[config.mk]
export PLATFORM = sky130hd
export DESIGN_NAME = cpw_top
export DESIGN_NICKNAME = d
export VERILOG_FILES = /design/src/cpw_pkg.sv /design/src/cpw_chan_power.sv /design/src/cpw_top.sv
export VERILOG_INCLUDE_DIRS = /design/src
export SDC_FILE = /design/constraint.sdc
export NUM_CORES = 1
export LEC_CHECK = 0
export BUFFER_PORTS_ARGS = -buffer_cell sky130_fd_sc_hd__buf_2
export CAP_MARGIN = 20
export CORE_UTILIZATION = 40
export DETAILED_ROUTE_END_ITERATION = 8
export PLACE_DENSITY = 0.69
export SLEW_MARGIN = 5
export SYNTH_ARGS = -nofsm -noshare
export SYNTH_HDL_FRONTEND = slang
export SYNTH_HIERARCHICAL = 1
export SYNTH_SLANG_ARGS = --single-unit
[constraint.sdc]
create_clock -name clk_sys -period 1.72 [get_ports clk_sys]
set_clock_uncertainty 0.2 [all_clocks]
set_input_delay 0.43 -clock clk_sys [delete_from_list [all_inputs] [get_ports clk_sys]]
set_output_delay 0.43 -clock clk_sys [all_outputs]
set_load 0.01 [all_outputs]
[src/cpw_cfg.svh]
// Register offsets, field positions and reset values of the channel power bank
`ifndef CPW_CFG_SVH
`define CPW_CFG_SVH

// ----------------------------------------------------------------
// Register offsets
// ----------------------------------------------------------------
`define CPW_ADDR_INPUT_CHANNEL_ENABLE 8'h73
`define CPW_ADDR_SLOT_OUTPUT_ENABLE 8'h74
`define CPW_ADDR_POWER_UP_CONFIG 8'h75
`define CPW_ADDR_CHANNEL_POWER_STATUS 8'h76

// ----------------------------------------------------------------
// Reset values
// ----------------------------------------------------------------
`define CPW_RST_INPUT_CHANNEL_ENABLE 8'hf0
`define CPW_RST_SLOT_OUTPUT_ENABLE 8'h00
`define CPW_RST_POWER_UP_CONFIG 8'h00
`define CPW_RST_CHANNEL_POWER_STATUS 8'h00
`define CPW_READ_ZERO 8'h00

// ----------------------------------------------------------------
// Power-up register fields
// ----------------------------------------------------------------
`define CPW_BIT_MIC_BIAS 7
`define CPW_BIT_CONVERTER 6
`define CPW_BIT_CLOCK_SYNTH 5
`define CPW_BIT_LIVE_SWITCH 4
`define CPW_GROUP_HI 3
`define CPW_GROUP_LO 2

// ----------------------------------------------------------------
// Channel masks, channel 1 at bit 7
// ----------------------------------------------------------------
`define CPW_MASK_CH1_2 8'hc0
`define CPW_MASK_CH1_4 8'hf0
`define CPW_MASK_CH1_6 8'hfc
`define CPW_MASK_CH1_8 8'hff
`define CPW_MASK_CH1 8'h80
`define CPW_MASK_NONE 8'h00
`define CPW_PDM_ONLY_FILL 4'hf

`endif

[src/cpw_pkg.sv]
// Types shared by the channel power bank modules
package cpw_pkg;

    typedef logic [7:0] cpw_byte_type;

    typedef enum logic [1:0] {
        CPW_GROUP_CH1_2,
        CPW_GROUP_CH1_4,
        CPW_GROUP_CH1_6,
        CPW_GROUP_CH1_8
    } cpw_group_type;

endpackage

[src/cpw_chan_power.sv]
// Per-channel power sequencing from enables and power-up settings
`include "cpw_cfg.svh"

module cpw_chan_power
    import cpw_pkg::*;
(
    // Clock and reset
    input wire logic clk_sys,
    input wire logic reset,
    // Settings
    input wire cpw_byte_type input_enable,
    input wire logic converter_power_on,
    input wire logic live_channel_power_switch,
    input wire cpw_group_type live_channel_group_select,
    // Power state
    output cpw_byte_type channel_power_flag
);

    // ----------------------------------------------------------------
    // Group decode
    // ----------------------------------------------------------------
    function automatic cpw_byte_type group_mask(input cpw_group_type sel);
        case (sel)
            CPW_GROUP_CH1_2: group_mask = `CPW_MASK_CH1_2;
            CPW_GROUP_CH1_4: group_mask = `CPW_MASK_CH1_4;
            CPW_GROUP_CH1_6: group_mask = `CPW_MASK_CH1_6;
            CPW_GROUP_CH1_8: group_mask = `CPW_MASK_CH1_8;
            default: group_mask = `CPW_MASK_NONE;
        endcase
    endfunction

    // ----------------------------------------------------------------
    // Power state
    // ----------------------------------------------------------------
    cpw_byte_type power_r;
    cpw_byte_type power_nxt;
    cpw_byte_type grp;
    logic recording;

    assign grp = group_mask(live_channel_group_select);
    assign recording = |power_r;

    always_comb begin
        if (!converter_power_on) begin
            power_nxt = `CPW_MASK_NONE;
        end else if (!recording) begin
            power_nxt = input_enable;
        end else if (live_channel_power_switch) begin
            // Only the selected group may change while recording
            power_nxt = (input_enable & grp) | (power_r & ~grp);
        end else begin
            // Frozen while recording: switching now would glitch live channels
            power_nxt = power_r;
        end
    end

    always_ff @(posedge clk_sys) begin
        if (reset) begin
            power_r <= `CPW_RST_CHANNEL_POWER_STATUS;
        end else begin
            power_r <= power_nxt;
        end
    end

    assign channel_power_flag = power_r;

    // ----------------------------------------------------------------
    // Checks
    // ----------------------------------------------------------------
    a_power_down_all: assert property (@(posedge clk_sys) disable iff (reset)
        !converter_power_on |=> power_r == `CPW_MASK_NONE)
        else $error("channels still powered after converter power down");

    a_power_subset_en: assert property (@(posedge clk_sys) disable iff (reset)
        converter_power_on && !recording |=> power_r == $past(input_enable))
        else $error("powered channels differ from enables");

    a_frozen_recording: assert property (@(posedge clk_sys) disable iff (reset)
        converter_power_on && recording && !live_channel_power_switch
        |=> power_r == $past(power_r))
        else $error("channel power changed while recording without live mode");

    a_group_outside_held: assert property (@(posedge clk_sys) disable iff (reset)
        converter_power_on && recording && live_channel_power_switch
        |=> (power_r & ~$past(grp)) == ($past(power_r) & ~$past(grp)))
        else $error("channel outside live group changed while recording");

endmodule

[src/cpw_top.sv]
// Channel enable, serial slot enable and power-up register bank
// Contract
// - One input enable bit per channel, ch1 at bit 7; reset enables 1-4.
// - Channels 5 to 8 serve only PDM microphones, never analog converters.
// - Slot drive bit 1 drives that channel's serial slot; 0 tri-states it.
// - All slot drive bits reset to 0, so every slot is tri-stated.
// - Power-up bit 7 switches the microphone bias supply on or off.
// - Bit 6 low powers down all channels; high, when none are on, powers exactly the enabled ones.
// - Power-up bit 5 switches the internal PLL on or off.
// - With live switch off and bit 6 high, channel power cannot change while recording.
// - Bits 3:2 select channel group 1-2, 1-4, 1-6 or 1-8 for live switching.
// - Power-up register resets to zero; bits 1:0 reserved.
// - Read-only status shows each channel's actual power state.
`include "cpw_cfg.svh"

module cpw_top
    import cpw_pkg::*;
(
    // Clock and reset
    input wire logic clk_sys,
    input wire logic reset,
    // Register port from the control interface
    input wire logic [7:0] reg_addr,
    input wire logic reg_wr,
    input wire logic [7:0] reg_wdata,
    input wire logic reg_rd,
    output logic [7:0] reg_rdata,
    // Source select for channels 1-4, 1 = PDM, same clock domain
    input wire logic [3:0] ch_pdm_select,
    // Audio serial port slot timing and data
    input wire logic [7:0] slot_active,
    input wire logic slot_data,
    output logic sdout,
    output logic sdout_oe,
    // Power controls
    output logic mic_bias_power_on,
    output logic clock_synth_power_on,
    output logic [3:0] analog_ch_power_on,
    output logic [7:0] pdm_ch_power_on
);

    // ----------------------------------------------------------------
    // Registers
    // ----------------------------------------------------------------
    cpw_byte_type in_en_r;
    cpw_byte_type in_en_nxt;
    cpw_byte_type slot_en_r;
    cpw_byte_type slot_en_nxt;
    cpw_byte_type pwr_r;
    cpw_byte_type pwr_nxt;
    cpw_byte_type rdata_r;
    cpw_byte_type rdata_nxt;
    cpw_byte_type status;
    cpw_group_type group_sel;

    assign group_sel = cpw_group_type'(pwr_r[`CPW_GROUP_HI:`CPW_GROUP_LO]);

    always_comb begin
        in_en_nxt = in_en_r;
        slot_en_nxt = slot_en_r;
        pwr_nxt = pwr_r;
        rdata_nxt = rdata_r;
        if (reg_wr) begin
            case (reg_addr)
                `CPW_ADDR_INPUT_CHANNEL_ENABLE: in_en_nxt = reg_wdata;
                `CPW_ADDR_SLOT_OUTPUT_ENABLE: slot_en_nxt = reg_wdata;
                // Reserved bits are stored as written
                `CPW_ADDR_POWER_UP_CONFIG: pwr_nxt = reg_wdata;
                default: ;
            endcase
        end
        if (reg_rd) begin
            case (reg_addr)
                `CPW_ADDR_INPUT_CHANNEL_ENABLE: rdata_nxt = in_en_r;
                `CPW_ADDR_SLOT_OUTPUT_ENABLE: rdata_nxt = slot_en_r;
                `CPW_ADDR_POWER_UP_CONFIG: rdata_nxt = pwr_r;
                `CPW_ADDR_CHANNEL_POWER_STATUS: rdata_nxt = status;
                default: rdata_nxt = `CPW_READ_ZERO;
            endcase
        end
    end

    always_ff @(posedge clk_sys) begin
        if (reset) begin
            in_en_r <= `CPW_RST_INPUT_CHANNEL_ENABLE;
            slot_en_r <= `CPW_RST_SLOT_OUTPUT_ENABLE;
            pwr_r <= `CPW_RST_POWER_UP_CONFIG;
            rdata_r <= `CPW_READ_ZERO;
        end else begin
            in_en_r <= in_en_nxt;
            slot_en_r <= slot_en_nxt;
            pwr_r <= pwr_nxt;
            rdata_r <= rdata_nxt;
        end
    end

    assign reg_rdata = rdata_r;

    // ----------------------------------------------------------------
    // Channel power
    // ----------------------------------------------------------------
    cpw_chan_power u_chan_power (
        .clk_sys(clk_sys),
        .reset(reset),
        .input_enable(in_en_r),
        .converter_power_on(pwr_r[`CPW_BIT_CONVERTER]),
        .live_channel_power_switch(pwr_r[`CPW_BIT_LIVE_SWITCH]),
        .live_channel_group_select(group_sel),
        .channel_power_flag(status)
    );

    // ----------------------------------------------------------------
    // Power outputs and serial slot drive
    // ----------------------------------------------------------------
    logic [3:0] analog_nxt;
    cpw_byte_type pdm_nxt;
    logic sdout_nxt;
    logic sdout_oe_nxt;
    logic [3:0] analog_r;
    cpw_byte_type pdm_r;
    logic sdout_r;
    logic sdout_oe_r;
    logic bias_r;
    logic synth_r;
    logic bias_nxt;
    logic synth_nxt;

    always_comb begin
        // Only channels 1-4 have analog front ends
        analog_nxt = status[7:4] & ~ch_pdm_select;
        pdm_nxt = status & {ch_pdm_select, `CPW_PDM_ONLY_FILL};
        sdout_oe_nxt = |(slot_active & slot_en_r);
        sdout_nxt = sdout_oe_nxt & slot_data;
        bias_nxt = pwr_r[`CPW_BIT_MIC_BIAS];
        synth_nxt = pwr_r[`CPW_BIT_CLOCK_SYNTH];
    end

    always_ff @(posedge clk_sys) begin
        if (reset) begin
            analog_r <= '0;
            pdm_r <= `CPW_MASK_NONE;
            sdout_r <= 1'b0;
            sdout_oe_r <= 1'b0;
            bias_r <= 1'b0;
            synth_r <= 1'b0;
        end else begin
            analog_r <= analog_nxt;
            pdm_r <= pdm_nxt;
            sdout_r <= sdout_nxt;
            sdout_oe_r <= sdout_oe_nxt;
            bias_r <= bias_nxt;
            synth_r <= synth_nxt;
        end
    end

    assign analog_ch_power_on = analog_r;
    assign pdm_ch_power_on = pdm_r;
    assign sdout = sdout_r;
    assign sdout_oe = sdout_oe_r;
    assign mic_bias_power_on = bias_r;
    assign clock_synth_power_on = synth_r;

    // ----------------------------------------------------------------
    // Checks
    // ----------------------------------------------------------------
    a_bias_follows_bit: assert property (@(posedge clk_sys) disable iff (reset)
        ##1 mic_bias_power_on == $past(pwr_r[`CPW_BIT_MIC_BIAS]))
        else $error("mic bias does not follow its control bit");

    a_synth_follows_bit: assert property (@(posedge clk_sys) disable iff (reset)
        ##1 clock_synth_power_on == $past(pwr_r[`CPW_BIT_CLOCK_SYNTH]))
        else $error("PLL power does not follow its control bit");

    a_slot_tristate: assert property (@(posedge clk_sys) disable iff (reset)
        (slot_active & slot_en_r) == `CPW_MASK_NONE |=> !sdout_oe)
        else $error("disabled slot is driven");

    a_slot_driven: assert property (@(posedge clk_sys) disable iff (reset)
        (slot_active & slot_en_r) != `CPW_MASK_NONE |=> sdout_oe && sdout == $past(slot_data))
        else $error("enabled slot not driven with its data");

    a_pdm_only_high: assert property (@(posedge clk_sys) disable iff (reset)
        ##1 pdm_ch_power_on[3:0] == $past(status[3:0]))
        else $error("PDM-only channel power mismatch");

    a_status_readback: assert property (@(posedge clk_sys) disable iff (reset)
        reg_rd && reg_addr == `CPW_ADDR_CHANNEL_POWER_STATUS |=> reg_rdata == $past(status))
        else $error("status read does not show channel power");

    a_reset_defaults: assert property (@(posedge clk_sys)
        reset |=> slot_en_r == `CPW_RST_SLOT_OUTPUT_ENABLE && pwr_r == `CPW_RST_POWER_UP_CONFIG
        && in_en_r == `CPW_RST_INPUT_CHANNEL_ENABLE)
        else $error("register reset values wrong");

    a_in_en_write: assert property (@(posedge clk_sys) disable iff (reset)
        reg_wr && reg_addr == `CPW_ADDR_INPUT_CHANNEL_ENABLE |=> in_en_r == $past(reg_wdata))
        else $error("input enable write did not land");

    a_slot_en_write: assert property (@(posedge clk_sys) disable iff (reset)
        reg_wr && reg_addr == `CPW_ADDR_SLOT_OUTPUT_ENABLE |=> slot_en_r == $past(reg_wdata))
        else $error("slot enable write did not land");

    a_power_cfg_write: assert property (@(posedge clk_sys) disable iff (reset)
        reg_wr && reg_addr == `CPW_ADDR_POWER_UP_CONFIG |=> pwr_r == $past(reg_wdata))
        else $error("power config write did not land");

    a_sdout_idle_low: assert property (@(posedge clk_sys) disable iff (reset)
        !sdout_oe |-> !sdout)
        else $error("serial data not low while slot tri-stated");

    a_source_exclusive: assert property (@(posedge clk_sys) disable iff (reset)
        !(|(analog_ch_power_on & pdm_ch_power_on[7:4])))
        else $error("channel powered as analog and PDM at once");

    a_analog_needs_power: assert property (@(posedge clk_sys) disable iff (reset)
        ##1 !(|(analog_ch_power_on & ~$past(status[7:4]))))
        else $error("analog converter on for a powered-down channel");

    a_outputs_reset_off: assert property (@(posedge clk_sys)
        reset |=> !mic_bias_power_on && !clock_synth_power_on && !(|analog_ch_power_on)
        && pdm_ch_power_on == `CPW_MASK_NONE)
        else $error("power outputs not off after reset");

endmodule

==> Yosys cells after proc, flatten, opt, wreduce, memory -nomap -nowiden <==
Cells that the tools add are included.
{ "classes": {"eq_ne": 8, "n_reduce_logical": 7, "n_mux": 4, "n_bitwise": 10} }
{ "op_table": {"columns": ["op", "n"], "rows": [
  ["one-hot mux 8 bit (4 select lines)", 2],
  ["bitwise AND 8 bit", 4],
  ["equality test 8 x 7 -> 1 bit (second input constant)", 4],
  ["2-to-1 mux 8 bit", 2],
  ["OR reduction 8 bit", 2],
  ["NOT 8 bit", 1],
  ["bitwise OR 8 bit", 1],
  ["AND reduction 2 bit", 3],
  ["bitwise AND 4 bit", 1],
  ["equality test 2 bit (second input constant)", 2],
  ["NOT 4 bit", 1],
  ["equality test 2 x 1 -> 1 bit (second input constant)", 1],
  ["zero test 2 bit", 1],
  ["inequality test 2 bit (second input constant)", 1],
  ["OR reduction 2 bit", 1],
  ["bitwise AND 1 bit", 1],
  ["NOT 1 bit", 1]
]} }
{ "totals": {"word_cells": 40, "input_bits": 33, "out_inout_bits": 24, "reg_bits": 56} }

==> Logic depth before layout (Yosys ltp) <==
Gate-level depths: netlist of the first run.
{ "logic_depth": {"word_depth": 7, "mapped_depth": 5, "depth_no_buf": 3} }

==> Cells and area by module <==
Netlist of the first run, hierarchy kept.
{ "modules_own_cells": {"columns": ["mod", "area_each_um2", "cells_each", "instances", "seq_area_each_um2"], "rows": [
  ["cpw_top", 2129.5, 204, 1, 960.9],
  ["cpw_chan_power", 387.9, 42, 1, 160.2]
]} }

==> Least setup slack after synthesis of the first run <==
No wires, ideal clock.
{ "synth_path": {"path_type": "input to register", "from": "input port reg_addr[7]", "to": "register slot_en_r[0]", "setup_ns": 0.119, "slack_ns": 0.051, "path_stages": 4, "n_path_buf": 1, "t_required_ns": 1.401, "arrival_time_ns": 1.350, "path_cell_list": "nand4b_4 or4_4 buf_6 mux2i_1"} }
{ "synth_via": {"elab_chain_len": 2} }
{ "synth_rtl": {"columns": ["item", "line_no", "text"], "rows": [
  ["from (decl)", "cpw_top.sv:23", "input wire logic [7:0] reg_addr,"],
  ["equality test 8 x 7 -> 1 bit", "cpw_top.sv:64", "case (reg_addr)"],
  ["AND reduction 2 bit (no line)", null, null],
  ["to (signal assigned)", "cpw_top.sv:86", "slot_en_r <= `CPW_RST_SLOT_OUTPUT_ENABLE;"],
  ["to (signal assigned)", "cpw_top.sv:91", "slot_en_r <= slot_en_nxt;"],
  ["to (decl)", "cpw_top.sv:47", "cpw_byte_type slot_en_r;"]
]} }
Every way passes these cells.
A chain may end at the register's enable or synchronous reset.

==> results of run 1 <==
[cell type report]
cell class | count | area, sq um
Multi-Input combinational cell | 172 | 1309
Sequential cell | 56 | 1121
Inverter | 3 | 11.26
Clock inverter | 2 | 16.27
Clock buffer | 6 | 72.57
Fill cell | 542 | 2937
Timing Repair Buffer | 76 | 430.4
Tap cell | 75 | 93.84
[final timing paths]
path                                            start                               end  slack [ns]
worst max register to register                   flop                              flop        0.26
worst min-delay path                 ch_pdm_select[0]  analog_ch_power_on[0]$_SDFF_PP0_        0.08
worst max-delay path                             flop                              flop        0.26
worst min register to register  pwr_r[1]$_SDFFE_PP0P_             pwr_r[1]$_SDFFE_PP0P_        0.28
[layout by cell type (no fill, tap or decap), types with 7 or more instances in the layout]
cell       n
dfxtp_1   56
buf_2     56
nand2b_1  38
mux2i_1   29
buf_4     20
a22oi_1   18
a21oi_1   17
nor2_1    12
nor2b_1   12
mux2_2     7
[routing by layer]
metal	part of all wire	wire, microns
met1	0.50	2895
met5	0	0
met4	0.012	70
met2	0.44	2540
met3	0.048	277
[cell families (layout without fill, tap and decap cells)]
group / after synthesis / count (layout) / share of synthesized area
multiplexers: 36 / 36 / 0.1466
flip-flops: 56 / 56 / 0.4453
buffers and inverters: 18 / 87 / 0.03479
AND/OR/NAND/NOR: 92 / 92 / 0.2570
AO/OA/AOI/OAI: 44 / 44 / 0.1163
[through the flow]
step	cell area, sq um	utilization
floorplan	2517	-
CTS	3054	0.5098
global route	3054	0.5098
global placement	2965	0.4950
finish	3054	0.5098
detailed placement	2965	0.4950
[worst max-delay path, stage by stage, from the launching register on]
cell and delay [ns]:
dfxtp_1 0.39, nor4_4 0.44, nand2_2 0.14, a211oi_1 0.21
[power by group through the flow]
stage / registers, mW / clock network [mW] / logic, mW
floorplan: 1.33 / 0 / 0.0681
global placement: 1.33 / 0 / 0.151
detailed placement: 1.33 / 0 / 0.153
CTS: 1.30 / 0.735 / 0.154
global route: 1.30 / 0.787 / 0.166
finish: 1.30 / 0.732 / 0.154
==> summary.txt, run 1 <==
Clock tree
  • Clock latency on the worst-skew pair: 0.31 ns
  • CTS tree: built
  • Clk sink count: 56
  • Post_cts resized: 0
  • Hold-fix buffers at CTS: 0
  • CTS Root Cell: clkbuf_8
  • Reg clk slew, reported paths: 0.11 ns
  • Setup bufs post-CTS: 0
  • Clock Tree Buf Depth: 2
  • # H-tree levels: 2
  • Num CTS Buffers: 5

Yosys
  • Sequential fraction of the synthesis area: 0.4453
  • Syn_area_per_cell: 10.23 sq um
  • Dominant synthesized flop cell: dfxtp_1
  • Top cells by area, synth: dfxtp_1 (45%), mux2i_1 (12%), nand2b_1 (9.4%)
  • Syn Inst Count: 246
  • Synth top area share: 0.4453
  • Synth warn: 6
  • FFs w/ async S/R, synth: 0
  • Syn Nets: 279
  • Leading area contributor after synthesis: dfxtp_1
  • #FFs+latches synth: 56
  • Top-count cell post-synth: dfxtp_1
  • Netlist Area Pre-Place: 2517 sq um
  • Post-synth EDFFs: 0
  • Netlist cell types: 32
  • Most frequent cells after synthesis: dfxtp_1 (56), nand2b_1 (38), mux2i_1 (29)

Status
  • Status: finished, final reports clean

Worst hold path
  • Hold depth: 2
  • Hold/Removal Path Class: input port to flop

Setup path
  • Crit path required time: 1.75 ns
  • Worst-path maximum fanout: 5
  • Crit end category: flop
  • Worst reg2reg path depth: 3
  • WP data arrival: 1.50 ns
  • CP Launch Type: flop
  • WS Path Type: flop to flop

Power and ir drop
  • Flop pwr share: 0.594
  • Power share of the combinational group: 0.071
  • Clock power share: 0.335
  • Switching part of the total: 0.2381
  • Power consumption: 2.184 mW
  • Internal power: 1.664 mW
  • Max VDD drop: 0.3163 mV
  • P per Cell Area: 715.1 nW/um^2
  • NetSw: 519.9 uW
  • Static leakage: 1.365 nW

Timing
  • Period utilization: 0.8509
  • Fmax: 0.6833 GHz
  • RSZ-0062 raised after global routing: no
  • Slew Viols, Final: 0
  • Slew margin rel.: 0.7457
  • PnR worst setup slack: 0.2564 ns
  • Tmin final: 1.464 ns
  • Slew @ Worst Pin: 0.3786 ns
  • Min Hold Slack: 0.07688 ns
  • Setup violators final: 0
  • Setup TNS: 0 ns
  • Final hold viol count: 0

Detailed routing
  • DR WL/cell: 14.83 microns
  • DRT antenna net count: 0
  • Vias per Instance: 5.195
  • Iteration-0 DRC Markers: 69
  • Vias: 2026
  • DRT Pass-1 Iters: 4
  • Routed WL: 5783 microns
  • # DRC: 0

Die
  • Initial Utilization: 0.4202
  • CORE AREA: 5991 sq um
  • Die Height: 81.33 microns
  • Die footprint: 6615 sq um
  • Cell Rows: 28
  • # IOs: 57
  • Die width: 81.33 microns

Global route
  • All-Layer GR Usage: 0.1834
  • GR Overflow Total: 0
  • Largest net degree at the start of global routing: 25
  • Number of global-route vias before repair: 1891
  • GR peak layer: met2
  • GRT met1 Usage: 0.2524
  • Met2 Track Usage GR: 0.2875
  • M3 GR Usage: 0.02697
  • Initial antenna violation count: 0
  • First-pass GRT wire length: 8970 microns

Place
  • Post-Place Cells: 382
  • Buffers on Ports: 56
  • DP HPWL: 4396 microns
  • Placement Setup Slack: -0.05345 ns
  • Routability Congestion: 0.8444

Finish
  • Synth-to-Final Area Change: 21.32%
  • Share of layout cells above drive strength 1: 0.3143
  • Nets: 347
  • Non-filler cells, final: 390
  • # diodes: 0

Flow run
  • Max-cap violations: 0
(Power assumes the default switching activity.)
==> run 2: changes to the inputs <==
--- a/config.mk
+++ b/config.mk
@@ -10,9 +10,8 @@
 export CAP_MARGIN = 20
 export CORE_UTILIZATION = 40
 export DETAILED_ROUTE_END_ITERATION = 8
-export PLACE_DENSITY = 0.69
+export PLACE_DENSITY = 0.71
 export SLEW_MARGIN = 5
 export SYNTH_ARGS = -nofsm -noshare
 export SYNTH_HDL_FRONTEND = slang
-export SYNTH_HIERARCHICAL = 1
 export SYNTH_SLANG_ARGS = --single-unit
==> constraint.sdc (replaced) <==
create_clock -name clk_sys -period 1.2 [get_ports clk_sys]
set_clock_uncertainty 0.2 [all_clocks]
set_input_delay 0.3 -clock clk_sys [delete_from_list [all_inputs] [get_ports clk_sys]]
set_output_delay 0.3 -clock clk_sys [all_outputs]
set_load 0.01 [all_outputs]
==> run 2 against run 1 <==
The run now ends with setup timing left. Via count up 5.3%. Fmax up 6.2%. Power up 58%. Global-route usage up 1.6 points. Sequential power up 42%. Non-clock buffer count up 23. Synthesized cell count up 1.6%. Final area up 16%. Register-to-register slack worse by 0.43 ns.
==> summary.txt, run 2 <==
Clock tree
  • Clock latency on the worst-skew pair: 0.30 ns (about the same)
  • Clock Tree Buf Depth: 2 (unchanged)
  • CTS Root Cell: clkbuf_8
  • CTS tree: built
  • Num CTS Buffers: 5 (unchanged)
  • Reg clk slew, reported paths: 0.10 ns (about the same)
  • # H-tree levels: 2 (unchanged)
  • Clk sink count: 56 (unchanged)

Finish
  • Synth-to-Final Area Change: 39.56%
  • Utilization after layout: 0.5868 (+0.07698)
  • Share of layout cells above drive strength 1: 0.4618 (+0.1475)
  • Non-filler cells, final: 415 (+6.4%)
  • Most common cell after layout, fill and taps aside: buf_2
  • # diodes: 0 (unchanged)
  • Nets: 372 (+7.2%)
  • Commonest non-fill, non-tap cells in the layout: buf_2 (41), buf_4 (33), mux2i_1 (28), dfxtp_1 (28), nand2b_1 (27)

Detailed routing
  • Iteration-0 DRC Markers: 149 (+120%)
  • DRT antenna net count: 0 (unchanged)
  • # DRC: 0 (unchanged)
  • Vias per Instance: 5.140 (-1.1%)
  • DRT Pass-1 Iters: 4 (unchanged)
  • Routed WL: 6083 microns (+5.2%)
  • DR WL/cell: 14.66 microns (-1.1%)
  • Vias: 2133 (+5.3%)

Die
  • Die Height: 81.59 microns (+0.31%)
  • Die width: 81.59 microns (+0.31%)
  • Cell Rows: 28 (unchanged)
  • Die footprint: 6656 sq um (+0.63%)
  • Initial Utilization: 0.4205 (about the same)
  • # IOs: 57 (unchanged)
  • CORE AREA: 6026 sq um (+0.58%)

Setup path
  • Buf+Inv Stages, Crit Path: 0 (unchanged)
  • CP delay by family, top: simple AND/OR/NAND/NOR gates
  • Crit end category: flop
  • CP Launch Type: flop
  • Worst path cell trace: nor4_4 -> a21oi_1 -> o21ai_0
  • Slowest stage delay, CP: 0.38 ns (-0.06 ns)
  • Worst-path maximum fanout: 4 (-1)
  • Critical-path top delay cell: nor4_4
  • WS Path Type: flop to flop
  • Crit path required time: 1.23 ns (-0.52 ns)
  • WP data arrival: 1.40 ns (-0.10 ns)

Timing
  • Period utilization: 1.148 (+0.2973)
  • RSZ-0062 raised after global routing: yes
  • Slew margin rel.: 0.6223 (-0.1234)
  • PnR worst setup slack: -0.1779 ns (-0.4343 ns)
  • Tmin final: 1.378 ns (-0.08571 ns)
  • Slew @ Worst Pin: 0.5641 ns (+0.1855 ns)
  • Final hold viol count: 0 (unchanged)
  • Slew Viols, Final: 0 (unchanged)
  • Fmax: 0.7258 GHz (+6.2%)
  • Setup violators final: 50 (+50)

Yosys
  • Synth top area share: 0.4425 (-0.002859)
  • Combinational family with the most area after synthesis: simple AND/OR/NAND/NOR gates
  • Synth Area in Adders: 0 (unchanged)
  • Most frequent cells after synthesis: dfxtp_1 (56), mux2i_1 (28), nand2b_1 (27)
  • Syn Inst Count: 250 (+1.6%)
  • XOR/XNOR Fraction of Synth Area: 0 (unchanged)
  • Dominant synthesized flop cell: dfxtp_1
  • Netlist cell types: 37 (+16%)
  • Top cells by area, synth: dfxtp_1 (44%), mux2i_1 (11%), nand2b_1 (6.7%)
  • Simple-gate share of the synthesized area: 0.2815 (+0.02452)
  • Syn_area_per_cell: 10.13 sq um (-0.96%)
  • Netlist Area Pre-Place: 2534 sq um (+0.65%)
  • Post-synth EDFFs: 0 (unchanged)
  • Synth warn: 0 (-6)
  • Top-count cell post-synth: dfxtp_1
  • Leading area contributor after synthesis: dfxtp_1
  • Sequential fraction of the synthesis area: 0.4425 (-0.002859)
  • FFs w/ async S/R, synth: 0 (unchanged)
  • Syn Nets: 283 (+1.4%)
  • Mux share of post-synthesis cell area: 0.1462 (-0.0004474)
  • #FFs+latches synth: 56 (unchanged)
  • Synth Area in Compound Gates: 0.08444 (-0.03186)

Place
  • Buffers on Ports: 56 (unchanged)
  • DP HPWL: 4551 microns (+3.5%)
  • Routability Congestion: 0.8280 (-1.9%)
  • Post-Place Cells: 397 (+3.9%)
  • Placement Setup Slack: -0.5317 ns (-0.4783 ns)

Power and ir drop
  • Power consumption: 3.457 mW (+58%)
  • Max VDD drop: 0.7056 mV (+120%)
  • NetSw: 725.7 uW (+40%)
  • Clock power share: 0.387 (+0.052)
  • Power share of the combinational group: 0.078 (+0.007)
  • Internal power: 2.732 mW (+64%)
  • P per Cell Area: 977.8 nW/um^2 (+37%)
  • Flop pwr share: 0.535 (-0.059)
  • Switching part of the total: 0.2099 (-0.02816)
  • Static leakage: 1.594 nW (+17%)

Global route
  • GR Overflow Total: 0 (unchanged)
  • Largest net degree at the start of global routing: 25 (unchanged)
  • All-Layer GR Usage: 0.1990 (+0.01565)
  • Number of global-route vias before repair: 1977 (+4.5%)
  • First-pass GRT wire length: 9922 microns (+11%)
  • Initial antenna violation count: 0 (unchanged)

Status
  • Failing checks: setup timing
  • Status: finished with violations

Worst hold path
  • Hold/Removal Path Class: input port to flop

Flow run
  • Max-cap violations: 0 (unchanged)
[run 2: cell count changes after synthesis, sizes merged, moves of 3 or more]
| cell | change |
|---|---|
| buf | +5 |
| clkbuf | -3 |
| nand3 | -3 |
| o21ai | +10 |
| nand4b | -4 |
| nand2b | -11 |
| nor2b | -4 |
| a22oi | -14 |
| a21oi | -15 |
| a211oi | +4 |
| nand2 | +19 |
| and4b | +15 |
[run 2: layout make-up]
class                   instances  area [sq um]
well taps                      75         93.84
fillers                       532          2490
flip-flops and latches         56          1166
clock buffers                   7         96.34
repair buffers                 99         747.0
multi-input cells             174          1391
inverters                       3         11.26
clock inverters                 1         30.03
[run 2: per-layer routing]
metal / global-route usage / vias to the layer above / share of wire
met5: 0 / - / 0
met4: 0.04386 / 0 / 0.0076
met3: 0.03667 / 8 / 0.042
met2: 0.3217 / 54 / 0.46
met1: 0.2752 / 1006 / 0.49
li1: - / 1065 / -
[run 2: through the flow]
stage,setup TNS [ns],hold WS (ns),instance area (sq um)
global placement,-12.78,0.2371,3168
detailed placement,-13.75,0.2417,3168
floorplan,-4.351,0.1761,2650
global route,-4.974,0.02928,3536
finish,-2.628,0.03727,3536
CTS,-2.867,0.04140,3471
[run 2: what timing repair did]
item | in CTS | in global routing
endpoints found under the setup margin | 54 | 62
setup buffers | 4 | 2
hold endpoints to repair | 4 | 0
gates cloned | 0 | 0
pin swaps | 2 | 7
hold buffers | 4 | 0
resized for setup | 37 | 16
[run 2: cells by family after synthesis]
| logic type | Yosys count |
|---|---|
| compound gates | 31 |
| buf+inv | 20 |
| flops | 56 |
| mux | 36 |
| simple gates | 107 |
[run 2: worst paths after layout]
path	cells past startpoint	to	from	slack, ns
worst max-delay path	3	u_chan_power.channel_power_flag[7]$_SDFFE_PP0P_	flop	-0.18
worst min-delay path	2	sdout$_SDFF_PP0_	slot_data	0.04
worst max register to register	3	u_chan_power.channel_power_flag[7]$_SDFFE_PP0P_	flop	-0.18
worst min register to register	2	reg_rdata[4]$_SDFFE_PP0P_	reg_rdata[4]$_SDFFE_PP0P_	0.27
[run 2: power by group through the flow]
stage / combinational (mW) / sequential [mW] / clock, mW
after floorplan: 0.133 / 1.90 / 0
after global placement: 0.245 / 1.90 / 0
after detailed placement: 0.249 / 1.90 / 0
after CTS: 0.264 / 1.85 / 1.35
after global routing: 0.292 / 1.85 / 1.44
final: 0.268 / 1.85 / 1.34
[run 2: worst register-to-register path, cell delays in order (launching register included)]
cell	delay, ns
dfxtp_4	0.37
nor4_4	0.38
a21oi_1	0.16
o21ai_0	0.19
